File: config.mk
export PLATFORM = sky130hd
export DESIGN_NAME = tsp_host_port
export DESIGN_NICKNAME = d
export VERILOG_FILES = /design/src/rtl/tsp_pkg.sv /design/src/rtl/tsp_host_port.sv
export SDC_FILE = /design/constraint.sdc
export NUM_CORES = 1
export LEC_CHECK = 0
export BUFFER_PORTS_ARGS = -buffer_cell sky130_fd_sc_hd__buf_4
export CORE_ASPECT_RATIO = 1.25
export CORE_UTILIZATION = 51
export DETAILED_ROUTE_END_ITERATION = 6
export PLACE_DENSITY = 0.72
export SLEW_MARGIN = 20
export SYNTH_ARGS = -nofsm -noshare
export SYNTH_HDL_FRONTEND = slang
export SYNTH_SLANG_ARGS = --single-unit
File: constraint.sdc
create_clock -name mclk -period 7.1 [get_ports mclk]
set_input_delay 0 -clock mclk [delete_from_list [all_inputs] [get_ports mclk]]
set_output_delay 0 -clock mclk [all_outputs]
set_load 0.01 [all_outputs]
File: src/rtl/tsp_pkg.sv
// Constants and types shared by the tone signalling host port.
// Assumes a single core clock; the serial link pins are asynchronous to it.
package tsp_pkg;
    // ========================================================
    // Serial framing
    localparam int BYTE_W = 8;
    localparam int SYNC_STAGES = 2;
    localparam int LINK_CLK_NS = 200;
    // ========================================================
    // Command codes (first byte of each transfer)
    localparam logic [7:0] CMD_WR_CTRL = 8'h30;
    localparam logic [7:0] CMD_WR_TONE1 = 8'h31;
    localparam logic [7:0] CMD_WR_TONE2 = 8'h32;
    localparam logic [7:0] CMD_RD_STATUS = 8'h40;
    // ========================================================
    // Control byte fields
    localparam int CTRL_SUM_SW = 4;
    localparam int CTRL_EN_TMR = 5;
    localparam int CTRL_EN_RX = 6;
    localparam int CTRL_AUDIO_SW = 7;
    localparam logic [7:0] CTRL_RST = 8'h00;
    // ========================================================
    // Tone generator words
    localparam int TONE_W = 16;
    localparam int TONE2_CUE_SEL = 14;
    localparam logic [15:0] TONE_RST = 16'h0000;
    // ========================================================
    // Status byte fields
    localparam int ST_GP = 7;
    localparam int ST_NOTONE = 6;
    localparam int ST_RX = 5;
    localparam int ST_LOGIC = 0;
    // ========================================================
    // Types
    typedef struct packed {
        logic gp;
        logic notone;
        logic rx;
    } tsp_ev_t;
    typedef enum logic [4:0] {
        S_IDLE = 5'h01,
        S_CMD = 5'h02,
        S_DATA = 5'h04,
        S_REPLY = 5'h08,
        S_HOLD = 5'h10
    } tsp_state_t;
endpackage

File: src/rtl/tsp_host_port.sv
// Serial control front end: command shift-in, status reply, control and
// tone registers, event flags and the shared interrupt line.
// Assumes the host owns the serial clock and chip select; events and
// power-down levels come from logic on the same core clock.
`timescale 1ns/1ps
`default_nettype none
module tsp_host_port
(
    // Core clock and reset
    input wire logic mclk,
    input wire logic reset_n,
    // Serial link pins
    input wire logic sclk,
    input wire logic cs_n,
    input wire logic cmd_data,
    output logic reply_data,
    output logic reply_oe,
    // Interrupt pin, open drain
    output logic irq_n_o,
    output logic irq_n_oe,
    // General purpose logic input pin
    input wire logic logic_in,
    // Event pulses and power-down levels
    input wire tsp_pkg::tsp_ev_t ev_i,
    input wire tsp_pkg::tsp_ev_t pd_i,
    // Control outputs
    output logic audio_sw_en,
    output logic sum_sw_close,
    output logic beep_cue_out,
    output logic [tsp_pkg::TONE_W-1:0] tone1_word,
    output logic [tsp_pkg::TONE_W-1:0] tone2_word
);
    // ========================================================
    // Pin synchronisers, two flops each
    logic [tsp_pkg::SYNC_STAGES-1:0] sclk_sy_ff;
    logic [tsp_pkg::SYNC_STAGES-1:0] cs_sy_ff;
    logic [tsp_pkg::SYNC_STAGES-1:0] din_sy_ff;
    logic [tsp_pkg::SYNC_STAGES-1:0] lin_sy_ff;
    logic sclk_d_ff;
    logic rise;
    logic fall;
    logic cs_hi;
    logic din;

    // Only the second stage feeds logic; sclk comes from the host
    always_ff @(posedge mclk or negedge reset_n)
    begin
        if (!reset_n)
        begin
            sclk_sy_ff <= 2'h0;
            cs_sy_ff <= 2'h3;
            din_sy_ff <= 2'h0;
            lin_sy_ff <= 2'h0;
            sclk_d_ff <= 1'b0;
        end
        else
        begin
            sclk_sy_ff <= {sclk_sy_ff[0], sclk};
            cs_sy_ff <= {cs_sy_ff[0], cs_n};
            din_sy_ff <= {din_sy_ff[0], cmd_data};
            lin_sy_ff <= {lin_sy_ff[0], logic_in};
            sclk_d_ff <= sclk_sy_ff[1];
        end
    end

    // Edge finders on the synchronised serial clock
    assign rise = sclk_sy_ff[1] & ~sclk_d_ff;
    assign fall = ~sclk_sy_ff[1] & sclk_d_ff;
    assign cs_hi = cs_sy_ff[1];
    assign din = din_sy_ff[1];

    // ========================================================
    // Serial engine and registers
    tsp_pkg::tsp_state_t state_ff, nxt_state;
    logic [2:0] bit_ff, nxt_bit;
    logic [7:0] sh_ff, nxt_sh;
    logic [7:0] cmd_ff, nxt_cmd;
    logic [7:0] hi_ff, nxt_hi;
    logic first_ff, nxt_first;
    logic [7:0] ctrl_ff, nxt_ctrl;
    logic [15:0] tone1_ff, nxt_tone1;
    logic [15:0] tone2_ff, nxt_tone2;
    logic [7:0] rsh_ff, nxt_rsh;
    logic rout_ff, nxt_rout;
    logic roe_ff, nxt_roe;
    logic rd_clr;
    logic [7:0] byte_w;
    logic [7:0] status_w;
    tsp_pkg::tsp_ev_t flag_ff, nxt_flag;
    tsp_pkg::tsp_ev_t en_w;
    logic irq_ff, nxt_irq;

    // Status byte; logic input is the live synchronised level
    always_comb
    begin
        status_w = 8'h00;
        status_w[tsp_pkg::ST_GP] = flag_ff.gp;
        status_w[tsp_pkg::ST_NOTONE] = flag_ff.notone;
        status_w[tsp_pkg::ST_RX] = flag_ff.rx;
        status_w[tsp_pkg::ST_LOGIC] = lin_sy_ff[1];
    end

    // Byte assembled so far, MSB first
    assign byte_w = {sh_ff[6:0], din};

    // Next state of the serial engine
    always_comb
    begin
        nxt_state = state_ff;
        nxt_bit = bit_ff;
        nxt_sh = sh_ff;
        nxt_cmd = cmd_ff;
        nxt_hi = hi_ff;
        nxt_first = first_ff;
        nxt_ctrl = ctrl_ff;
        nxt_tone1 = tone1_ff;
        nxt_tone2 = tone2_ff;
        nxt_rsh = rsh_ff;
        nxt_rout = rout_ff;
        nxt_roe = roe_ff;
        rd_clr = 1'b0;
        if (cs_hi)
        begin
            // Deselect ends or abandons the transfer; partial bytes drop
            nxt_state = tsp_pkg::S_IDLE;
            nxt_bit = 3'h0;
            nxt_roe = 1'b0;
        end
        else
        begin
            unique case (state_ff)
                tsp_pkg::S_IDLE:
                begin
                    nxt_state = tsp_pkg::S_CMD;
                    nxt_bit = 3'h0;
                end
                tsp_pkg::S_CMD, tsp_pkg::S_DATA:
                begin
                    if (rise)
                    begin
                        nxt_sh = byte_w;
                        nxt_bit = bit_ff + 3'h1;
                        if (bit_ff == 3'h7 && state_ff == tsp_pkg::S_CMD)
                        begin
                            nxt_cmd = byte_w;
                            nxt_first = 1'b0;
                            nxt_state = tsp_pkg::S_HOLD;
                            if (byte_w == tsp_pkg::CMD_RD_STATUS)
                            begin
                                // First reply bit goes out at once
                                nxt_rsh = status_w;
                                nxt_rout = status_w[7];
                                nxt_roe = 1'b1;
                                rd_clr = 1'b1;
                                nxt_state = tsp_pkg::S_REPLY;
                            end
                            else if (byte_w == tsp_pkg::CMD_WR_CTRL
                                     || byte_w == tsp_pkg::CMD_WR_TONE1
                                     || byte_w == tsp_pkg::CMD_WR_TONE2)
                            begin
                                nxt_state = tsp_pkg::S_DATA;
                            end
                        end
                        else if (bit_ff == 3'h7)
                        begin
                            if (cmd_ff == tsp_pkg::CMD_WR_CTRL)
                            begin
                                nxt_ctrl = byte_w;
                                nxt_state = tsp_pkg::S_HOLD;
                            end
                            else if (!first_ff)
                            begin
                                nxt_hi = byte_w;
                                nxt_first = 1'b1;
                            end
                            else
                            begin
                                // High byte first, then low byte
                                if (cmd_ff == tsp_pkg::CMD_WR_TONE1)
                                    nxt_tone1 = {hi_ff, byte_w};
                                else
                                    nxt_tone2 = {hi_ff, byte_w};
                                nxt_state = tsp_pkg::S_HOLD;
                            end
                        end
                    end
                end
                tsp_pkg::S_REPLY:
                begin
                    if (rise)
                    begin
                        nxt_bit = bit_ff + 3'h1;
                        if (bit_ff == 3'h7)
                        begin
                            nxt_roe = 1'b0;
                            nxt_state = tsp_pkg::S_HOLD;
                        end
                    end
                    else if (fall && bit_ff != 3'h0)
                    begin
                        // Next bit after the host sampled this one
                        nxt_rsh = {rsh_ff[6:0], 1'b0};
                        nxt_rout = rsh_ff[6];
                    end
                end
                tsp_pkg::S_HOLD:
                begin
                    nxt_state = tsp_pkg::S_HOLD;
                end
            endcase
        end
    end

    // Serial engine registers
    always_ff @(posedge mclk or negedge reset_n)
    begin
        if (!reset_n)
        begin
            state_ff <= tsp_pkg::S_IDLE;
            bit_ff <= 3'h0;
            sh_ff <= 8'h00;
            cmd_ff <= 8'h00;
            hi_ff <= 8'h00;
            first_ff <= 1'b0;
            ctrl_ff <= tsp_pkg::CTRL_RST;
            tone1_ff <= tsp_pkg::TONE_RST;
            tone2_ff <= tsp_pkg::TONE_RST;
            rsh_ff <= 8'h00;
            rout_ff <= 1'b0;
            roe_ff <= 1'b0;
        end
        else
        begin
            state_ff <= nxt_state;
            bit_ff <= nxt_bit;
            sh_ff <= nxt_sh;
            cmd_ff <= nxt_cmd;
            hi_ff <= nxt_hi;
            first_ff <= nxt_first;
            ctrl_ff <= nxt_ctrl;
            tone1_ff <= nxt_tone1;
            tone2_ff <= nxt_tone2;
            rsh_ff <= nxt_rsh;
            rout_ff <= nxt_rout;
            roe_ff <= nxt_roe;
        end
    end

    // ========================================================
    // Event flags and interrupt
    // A powered-down source neither sets nor drives the line
    always_comb
    begin
        en_w.gp = ~pd_i.gp & ctrl_ff[tsp_pkg::CTRL_EN_TMR];
        en_w.notone = ~pd_i.notone & ctrl_ff[tsp_pkg::CTRL_EN_TMR];
        en_w.rx = ~pd_i.rx & ctrl_ff[tsp_pkg::CTRL_EN_RX];
        // Status read clears, a same-cycle event still sets
        nxt_flag = tsp_pkg::tsp_ev_t'((rd_clr ? 3'h0 : flag_ff) | (ev_i & ~pd_i));
        nxt_irq = |(flag_ff & en_w);
    end

    // Flag and interrupt registers
    always_ff @(posedge mclk or negedge reset_n)
    begin
        if (!reset_n)
        begin
            flag_ff <= 3'h0;
            irq_ff <= 1'b0;
        end
        else
        begin
            flag_ff <= nxt_flag;
            irq_ff <= nxt_irq;
        end
    end

    // ========================================================
    // Outputs from flops, irq_n_o tied to a constant 0; pin level only ever low
    assign irq_n_o = 1'b0;
    assign irq_n_oe = irq_ff;
    assign reply_data = rout_ff;
    assign reply_oe = roe_ff;
    assign audio_sw_en = ctrl_ff[tsp_pkg::CTRL_AUDIO_SW];
    assign sum_sw_close = ctrl_ff[tsp_pkg::CTRL_SUM_SW];
    assign beep_cue_out = tone2_ff[tsp_pkg::TONE2_CUE_SEL];
    assign tone1_word = tone1_ff;
    assign tone2_word = tone2_ff;
endmodule
`default_nettype wire

==> results of run 1 <==
worst paths after layout:
check	to	slack [ns]	cells after the start
worst max-delay path	flag_ff[2]$_DFF_PN0_	4.22	7
worst min-delay path	irq_n_oe$_DFF_PN0_	0.07	4
worst max register to register	flag_ff[2]$_DFF_PN0_	4.22	7
worst min register to register	din_sy_ff[1]$_DFF_PN0_	0.36	0
max in group asynchronous	state_ff[4]$_DFFE_PN0P_	6.22	3
min in group asynchronous	cs_sy_ff[1]$_DFF_PN1_	0.15	2
synth_stat cells, types with 2 or more instances:
cell,number,share of area (%)
nor3_1,4,0.52
a211oi_1,2,0.39
nand4_1,2,0.33
o41ai_1,2,0.46
buf_2,3,0.39
dfrtp_1,87,57
inv_1,13,1.3
nor2_1,7,0.69
a22oi_1,2,0.39
mux2_4,4,1.6
dfstp_2,3,2.1
and2b_2,2,0.46
a22o_1,5,1.1
nand3b_1,2,0.39
nand2b_1,4,0.65
nor2b_1,3,0.49
clkbuf_1,7,0.69
ha_1,3,0.98
xor2_1,2,0.46
mux2i_1,5,1.3
o21ai_0,5,0.65
a21oi_1,2,0.26
buf_4,4,0.78
nand2_1,12,1.2
mux2_2,66,19
nand3_1,4,0.52
nor4_2,2,0.65
nor3_2,2,0.52
power by group through the flow:
| stage | Clock, mW | Sequential, mW | Combinational [mW] |
|---|---|---|---|
| detailed placement | 0 | 0.559 | 0.0624 |
| finish | 0.349 | 0.549 | 0.0668 |
| CTS | 0.360 | 0.549 | 0.0672 |
| global placement | 0 | 0.559 | 0.0609 |
| global route | 0.376 | 0.552 | 0.0743 |
| floorplan | 0 | 0.545 | 0.0482 |
registers in the layout, indices dropped and copies added, names as in the netlist, 2 cells and up:
| signal | flops |
|---|---|
| tone1_word | 16 |
| tone2_word | 16 |
| cmd_ff | 8 |
| hi_ff | 8 |
| rsh_ff | 7 |
| sh_ff | 7 |
| state_ff | 5 |
| ctrl_ff | 4 |
| bit_ff | 3 |
| flag_ff | 3 |
| cs_sy_ff | 2 |
| din_sy_ff | 2 |
| lin_sy_ff | 2 |
| sclk_sy_ff | 2 |
routing by layer:
layer	part of all wire (%)	GRT usage (%)	vias up
li1	-	-	1103
met1	47	26.0	1198
met2	49	30.4	41
met3	2.5	4.26	6
met4	1.2	6.85	0
met5	0	0	-
worst min-delay path, cell delays in order:
cell     delay, ns
buf_4         0.08
inv_1         0.04
a22oi_1       0.15
o21ai_0       0.10
per-stage QoR:
step	utilization (%)	power [mW]	hold slack, ns	setup WS (ns)
6_report	62.8	0.965	0.0652	4.22
5_1_grt	62.8	1.00	0.0991	3.93
4_1_cts	62.6	0.976	0.0477	4.19
3_5_place_dp	58.1	0.621	-0.193	4.29
3_3_place_gp	58.1	0.620	-0.194	4.40
2_1_floorplan	-	0.594	-0.296	4.84
layout make-up:
class	instances	area share (%)
multi-input combinational	162	31.7
tap	92	2.51
timing repair buffer	64	11.3
inverter	13	1.06
sequential	90	49.2
clock buffer	9	2.70
clock inverter	6	1.61
cell families after synthesis:
| logic type | Yosys count | share of synthesized area, % |
|---|---|---|
| AOI/OAI and AO/OA | 25 | 4.76 |
| xor gates and xnor gates | 2 | 0.457 |
| adders and majority gates | 3 | 0.979 |
| buffers and inverters | 28 | 3.42 |
| DFF | 90 | 58.8 |
| muxes | 75 | 22.2 |
| other | 1 | 0.0978 |
| and+or+nand+nor | 56 | 9.23 |
==> results_dict.tcl, run 1 <==
set metrics [dict create \
    die-area_mm2 0.00787 \
    worst_pin_slew_ns 0.981 \
    cts_made_buffers 9 \
    slew_headroom_pct 33.7 \
    wl_per_cell_um 15.9 \
    nNetsFinal 355 \
    power_leakage_nw 2.27 \
    place_congestion 0.807 \
    io_pins 51 \
    min_path_type "input pin to flip-flop" \
    power_density_mw_per_mm2 210 \
    worstPathCellList "ha_1, ha_1, nand3_1, nor2b_1, nand3_1, a22o_1, dlygate4sd3_1" \
    die_x_um 79.6 \
    dr.pass1.iters 4 \
    hpwlAfterDp_mm 4.62 \
    die_h_um 99.0 \
    timing.rr.start "bit_ff[1]$_DFFE_PN0P_" \
    antenna_cells 0 \
    synth_fp_nets 295 \
    cts_tree "built" \
    instances_no_fill 436 \
    portBuffers 49 \
    initial_utilization_pct 52.5 \
    path_max_fanout 9 \
    cp_data_arrival_time_ns 3.11 \
    slew_violations 0 \
    cts_sinks 90 \
    hold_viol_final 0 \
    routed_wl_mm 6.95 \
    num_rows 35 \
    pwr-share-clk_pct 36.2 \
    min_from "pd_i[2]" \
    synth_edf_count 0 \
    tns_ns 0 \
    drt-initial-drc-count 104 \
    grt_pass1_vias 2406 \
    fillCellCount 557 \
    ys_seq_area_share_pct 58.8 \
    ys_ff_latch 90 \
    max_cap_viol_count 0 \
    drc 0 \
    vias_per_cell 5.39 \
    fmax_mhz 347 \
    worst-path-buf-inv 1 \
    multi_input_area_mm2 0.00146 \
    h-tree-depth 3 \
    ir_drop_mv 0.142 \
    yosys_most_used_dff "dfrtp_1" \
    period_needed_ns 2.88 \
    rsz0062_at_grt "no" \
    p_seq_share_pct 56.9 \
    root_buffer "clkbuf_8" \
    fin_crit_sh_pct 40.6 \
    async_reset_ff_share_pct 100 \
    finClkSkew_ns 0.0111 \
    end_kind "flip-flop" \
    grt_max_degree 86 \
    cpLargestDelayFamily "simple AND/OR/NAND/NOR gates" \
    clk_latency_ns 0.34 \
    p_switching_mw 0.240 \
    slowest_delay_ns 0.66 \
    p_comb_share_pct 6.9 \
    grt_pass1_wl_mm 11.6 \
    grt.total_usage_pct 19.2 \
    dp_cells 408 \
    cp_slowest_cell "nor2b_1" \
    design_area_mm2 0.00459 \
    power.internal_mw 0.725 \
    final_common_cell "dfrtp_1" \
    final_antenna_net_count 0 \
    switching_share_pct 24.9 \
    start_kind "flip-flop" \
    gr-total-overflow 0 \
    syn_area_per_cell_um2 13.7 \
    seqCellArea_mm2 0.00226 \
    placed_cell_area_mm2 0.00425 \
    status "completed" \
    cp.required_ns 7.33 \
    post_cts_buffers 0 \
    dr_total_vias 2348 \
    syn_area_mm2 0.00384 \
    cts_buffer_depth 2 \
    final_cell_mix "87 x dfrtp_1, 66 x mux2_2, 50 x buf_4" \
    postSynthCellCount 280 \
    synth_cell_types 49 \
    clk_pin_slew_ns 0.09 \
    antenna_found_initial 0 \
    yosys_warnings 0 \
    setup_viol 0 \
    drive_gt1_share_pct 43.9 \
    startpoint "bit_ff[1]$_DFFE_PN0P_" \
    syn2layout_area_growth_pct 19.6 \
    path_class "flip-flop to flip-flop" \
    postCtsHoldBufs 13 \
    core_mm2 0.00731 \
    post_cts_resize_count 0 \
]
Note: power is estimated with default switching activity, not from simulation.
==> run 2: changes to the inputs <==
ABC_AREA = 1   (was unset)
PLACE_DENSITY = 0.74   (was 0.72)
clock period = 2.5 ns   (was 7.1 ns; I/O delays follow)
==> results_dict.tcl, run 2 <==
set metrics [dict create \
    synth.area.top_cells "dfrtp_1 55%, nand2_1 14%, o21ai_0 5.5%, nand3_1 2.6%, inv_1 2.5%" \
    slew_violations 0 \
    dr_total_vias 3150 \
    path_class "flip-flop to flip-flop" \
    fin_ws_ns 0.214 \
    wl_per_cell_um 14.5 \
    antenna_cells 0 \
    utilization_pct 63.4 \
    die-area_mm2 0.00819 \
    dp_slack_ns 0.391 \
    gr-total-overflow 0 \
    h-tree-depth 3 \
    initial_utilization_pct 53.3 \
    syn_area_per_cell_um2 9.04 \
    power_leakage_nw 2.48 \
    postCtsHoldBufs 11 \
    routed_wl_mm 8.68 \
    portBuffers 49 \
    dr.pass1.iters 5 \
    die_x_um 81.2 \
    grt_pass1_vias 3074 \
    syn2layout_area_growth_pct 19.0 \
    dp_cells 573 \
    path_max_fanout 6 \
    status "completed" \
    vias_per_cell 5.25 \
    clk_latency_ns 0.37 \
    fillCellCount 634 \
    cts_sinks 90 \
    min_path_type "input pin to flip-flop" \
    design_area_mm2 0.00475 \
    finalPower_mw 2.88 \
    yosys_most_used_dff "dfrtp_1" \
    drc 0 \
    yosys_warnings 0 \
    ys_ff_latch 90 \
    final_antenna_net_count 0 \
    start_kind "flip-flop" \
    post_cts_resize_count 0 \
    ir_drop_mv 0.439 \
    fmax_mhz 437 \
    multi_input_area_mm2 0.00152 \
    tns_ns 0 \
    worst_pin_slew_ns 0.557 \
    final_cell_mix "149 x nand2_1, 87 x dfrtp_1, 53 x buf_4" \
    finClkSkew_ns 0.0119 \
    grt.total_usage_pct 23.7 \
    cts_buffer_depth 2 \
    period_needed_ns 2.29 \
    rsz0062_at_grt "no" \
    num_rows 35 \
    io_pins 51 \
    synth.largest_area_cell "dfrtp_1" \
    post_cts_buffers 0 \
    instances_no_fill 600 \
    setup_viol 0 \
    cts_tree "built" \
    grt_max_degree 48 \
    root_buffer "clkbuf_8" \
    hold_ws_ns 0.0207 \
    fin_crit_sh_pct 91.5 \
    slew_headroom_pct 62.9 \
    die_h_um 101 \
    synth_edf_count 0 \
    synth_fp_nets 457 \
    placed_cell_area_mm2 0.00443 \
    async_reset_ff_share_pct 100 \
    max_cap_viol_count 0 \
    power_density_mw_per_mm2 606 \
    hold_viol_final 0 \
    nNetsFinal 518 \
    yosysTopAreaCellShare_pct 54.5 \
    end_kind "flip-flop" \
    final_common_cell "nand2_1" \
    cts_made_buffers 9 \
    place_congestion 0.855 \
    drive_gt1_share_pct 21.3 \
    cp_data_arrival_time_ns 2.53 \
    syn_area_mm2 0.00399 \
    clk_pin_slew_ns 0.09 \
    synth_commonest_cells "149 x nand2_1, 87 x dfrtp_1, 44 x o21ai_0, 27 x inv_1, 26 x nor2_1" \
    cp.required_ns 2.74 \
    seqCellArea_mm2 0.00226 \
    antenna_found_initial 0 \
    synth_cell_types 35 \
    postSynthCellCount 442 \
    grt_pass1_wl_mm 14.4 \
    core_mm2 0.00749 \
    ys_seq_area_share_pct 56.5 \
    hpwlAfterDp_mm 6.18 \
    yosysMostFrequentCell "nand2_1" \
    drt-initial-drc-count 212 \
]
## run 2: cell types whose count changed after synthesis, sizes merged, moves of 4 or more
cell	change
nand2	+149
mux2	-70
o21ai	+52
nor2	+25
inv	+18
nand3	+18
nand4	+7
a22o	-5
mux2i	-5
nand3b	+5
nand2b	-4
nor3	-4
## run 2: area by class of cell
cell class                 instances  area share, %
clock buffer                      11           3.19
inverter                          31           2.50
sequential                        90           47.5
tap                               92           2.42
clock inverter                     5           1.29
multi-input combinational        306           32.0
timing repair buffer              65           11.1
## run 2: routing by layer
| layer | up-vias | routed length (um) | track usage [%] |
|---|---|---|---|
| met5 | - | 0 | 0 |
| met4 | 0 | 204 | 12.0 |
| met3 | 19 | 470 | 4.52 |
| met2 | 93 | 4310 | 38.4 |
| met1 | 1498 | 3690 | 30.0 |
| li1 | 1540 | - | - |
## run 2: where the power goes
| group | internal, mW | leakage [nW] | switching [mW] |
|---|---|---|---|
| logic | 0.0943 | 1.17 | 0.190 |
| registers | 1.52 | 1.20 | 0.0450 |
| clock network | 0.522 | 0.110 | 0.512 |
| total | 2.13 | 2.48 | 0.747 |
## run 2: worst paths after layout
| path | start | to | slack (ns) | depth (start not counted) |
|---|---|---|---|---|
| max in group asynchronous | reset_n | cs_sy_ff[1]$_DFF_PN1_ | 1.64 | 3 |
| min in group asynchronous | reset_n | tone2_word[10]$_DFFE_PN0P_ | 0.16 | 2 |
| worst min register to register | sclk_sy_ff[0]$_DFF_PN0_ | sclk_sy_ff[1]$_DFF_PN0_ | 0.35 | 0 |
| worst min-delay path | pd_i[0] | irq_n_oe$_DFF_PN0_ | 0.02 | 3 |
| worst max-delay path | state_ff[3]$_DFFE_PN0P_ | flag_ff[2]$_DFF_PN0_ | 0.21 | 7 |
| worst max register to register | state_ff[3]$_DFFE_PN0P_ | flag_ff[2]$_DFF_PN0_ | 0.21 | 7 |
## run 2: logic make-up (layout without fill, tap and decap cells)
kind of cell	after synthesis	after routing	synth area share [%]
compound gates	66	66	9.30
flops	90	90	56.5
fa+ha+maj	3	3	0.940
buf+inv	46	112	5.45
simple gates	236	236	27.7
other cells	1	1	0.0939
## run 2: worst max-delay path, stage by stage (launching register included)
cell           delay, ns
dfrtp_1             0.43
nor2_1              0.20
inv_1               0.10
nor2_1              0.18
nand2_2             0.14
nor3_1              0.41
o22ai_1             0.12
dlygate4sd3_1       0.58
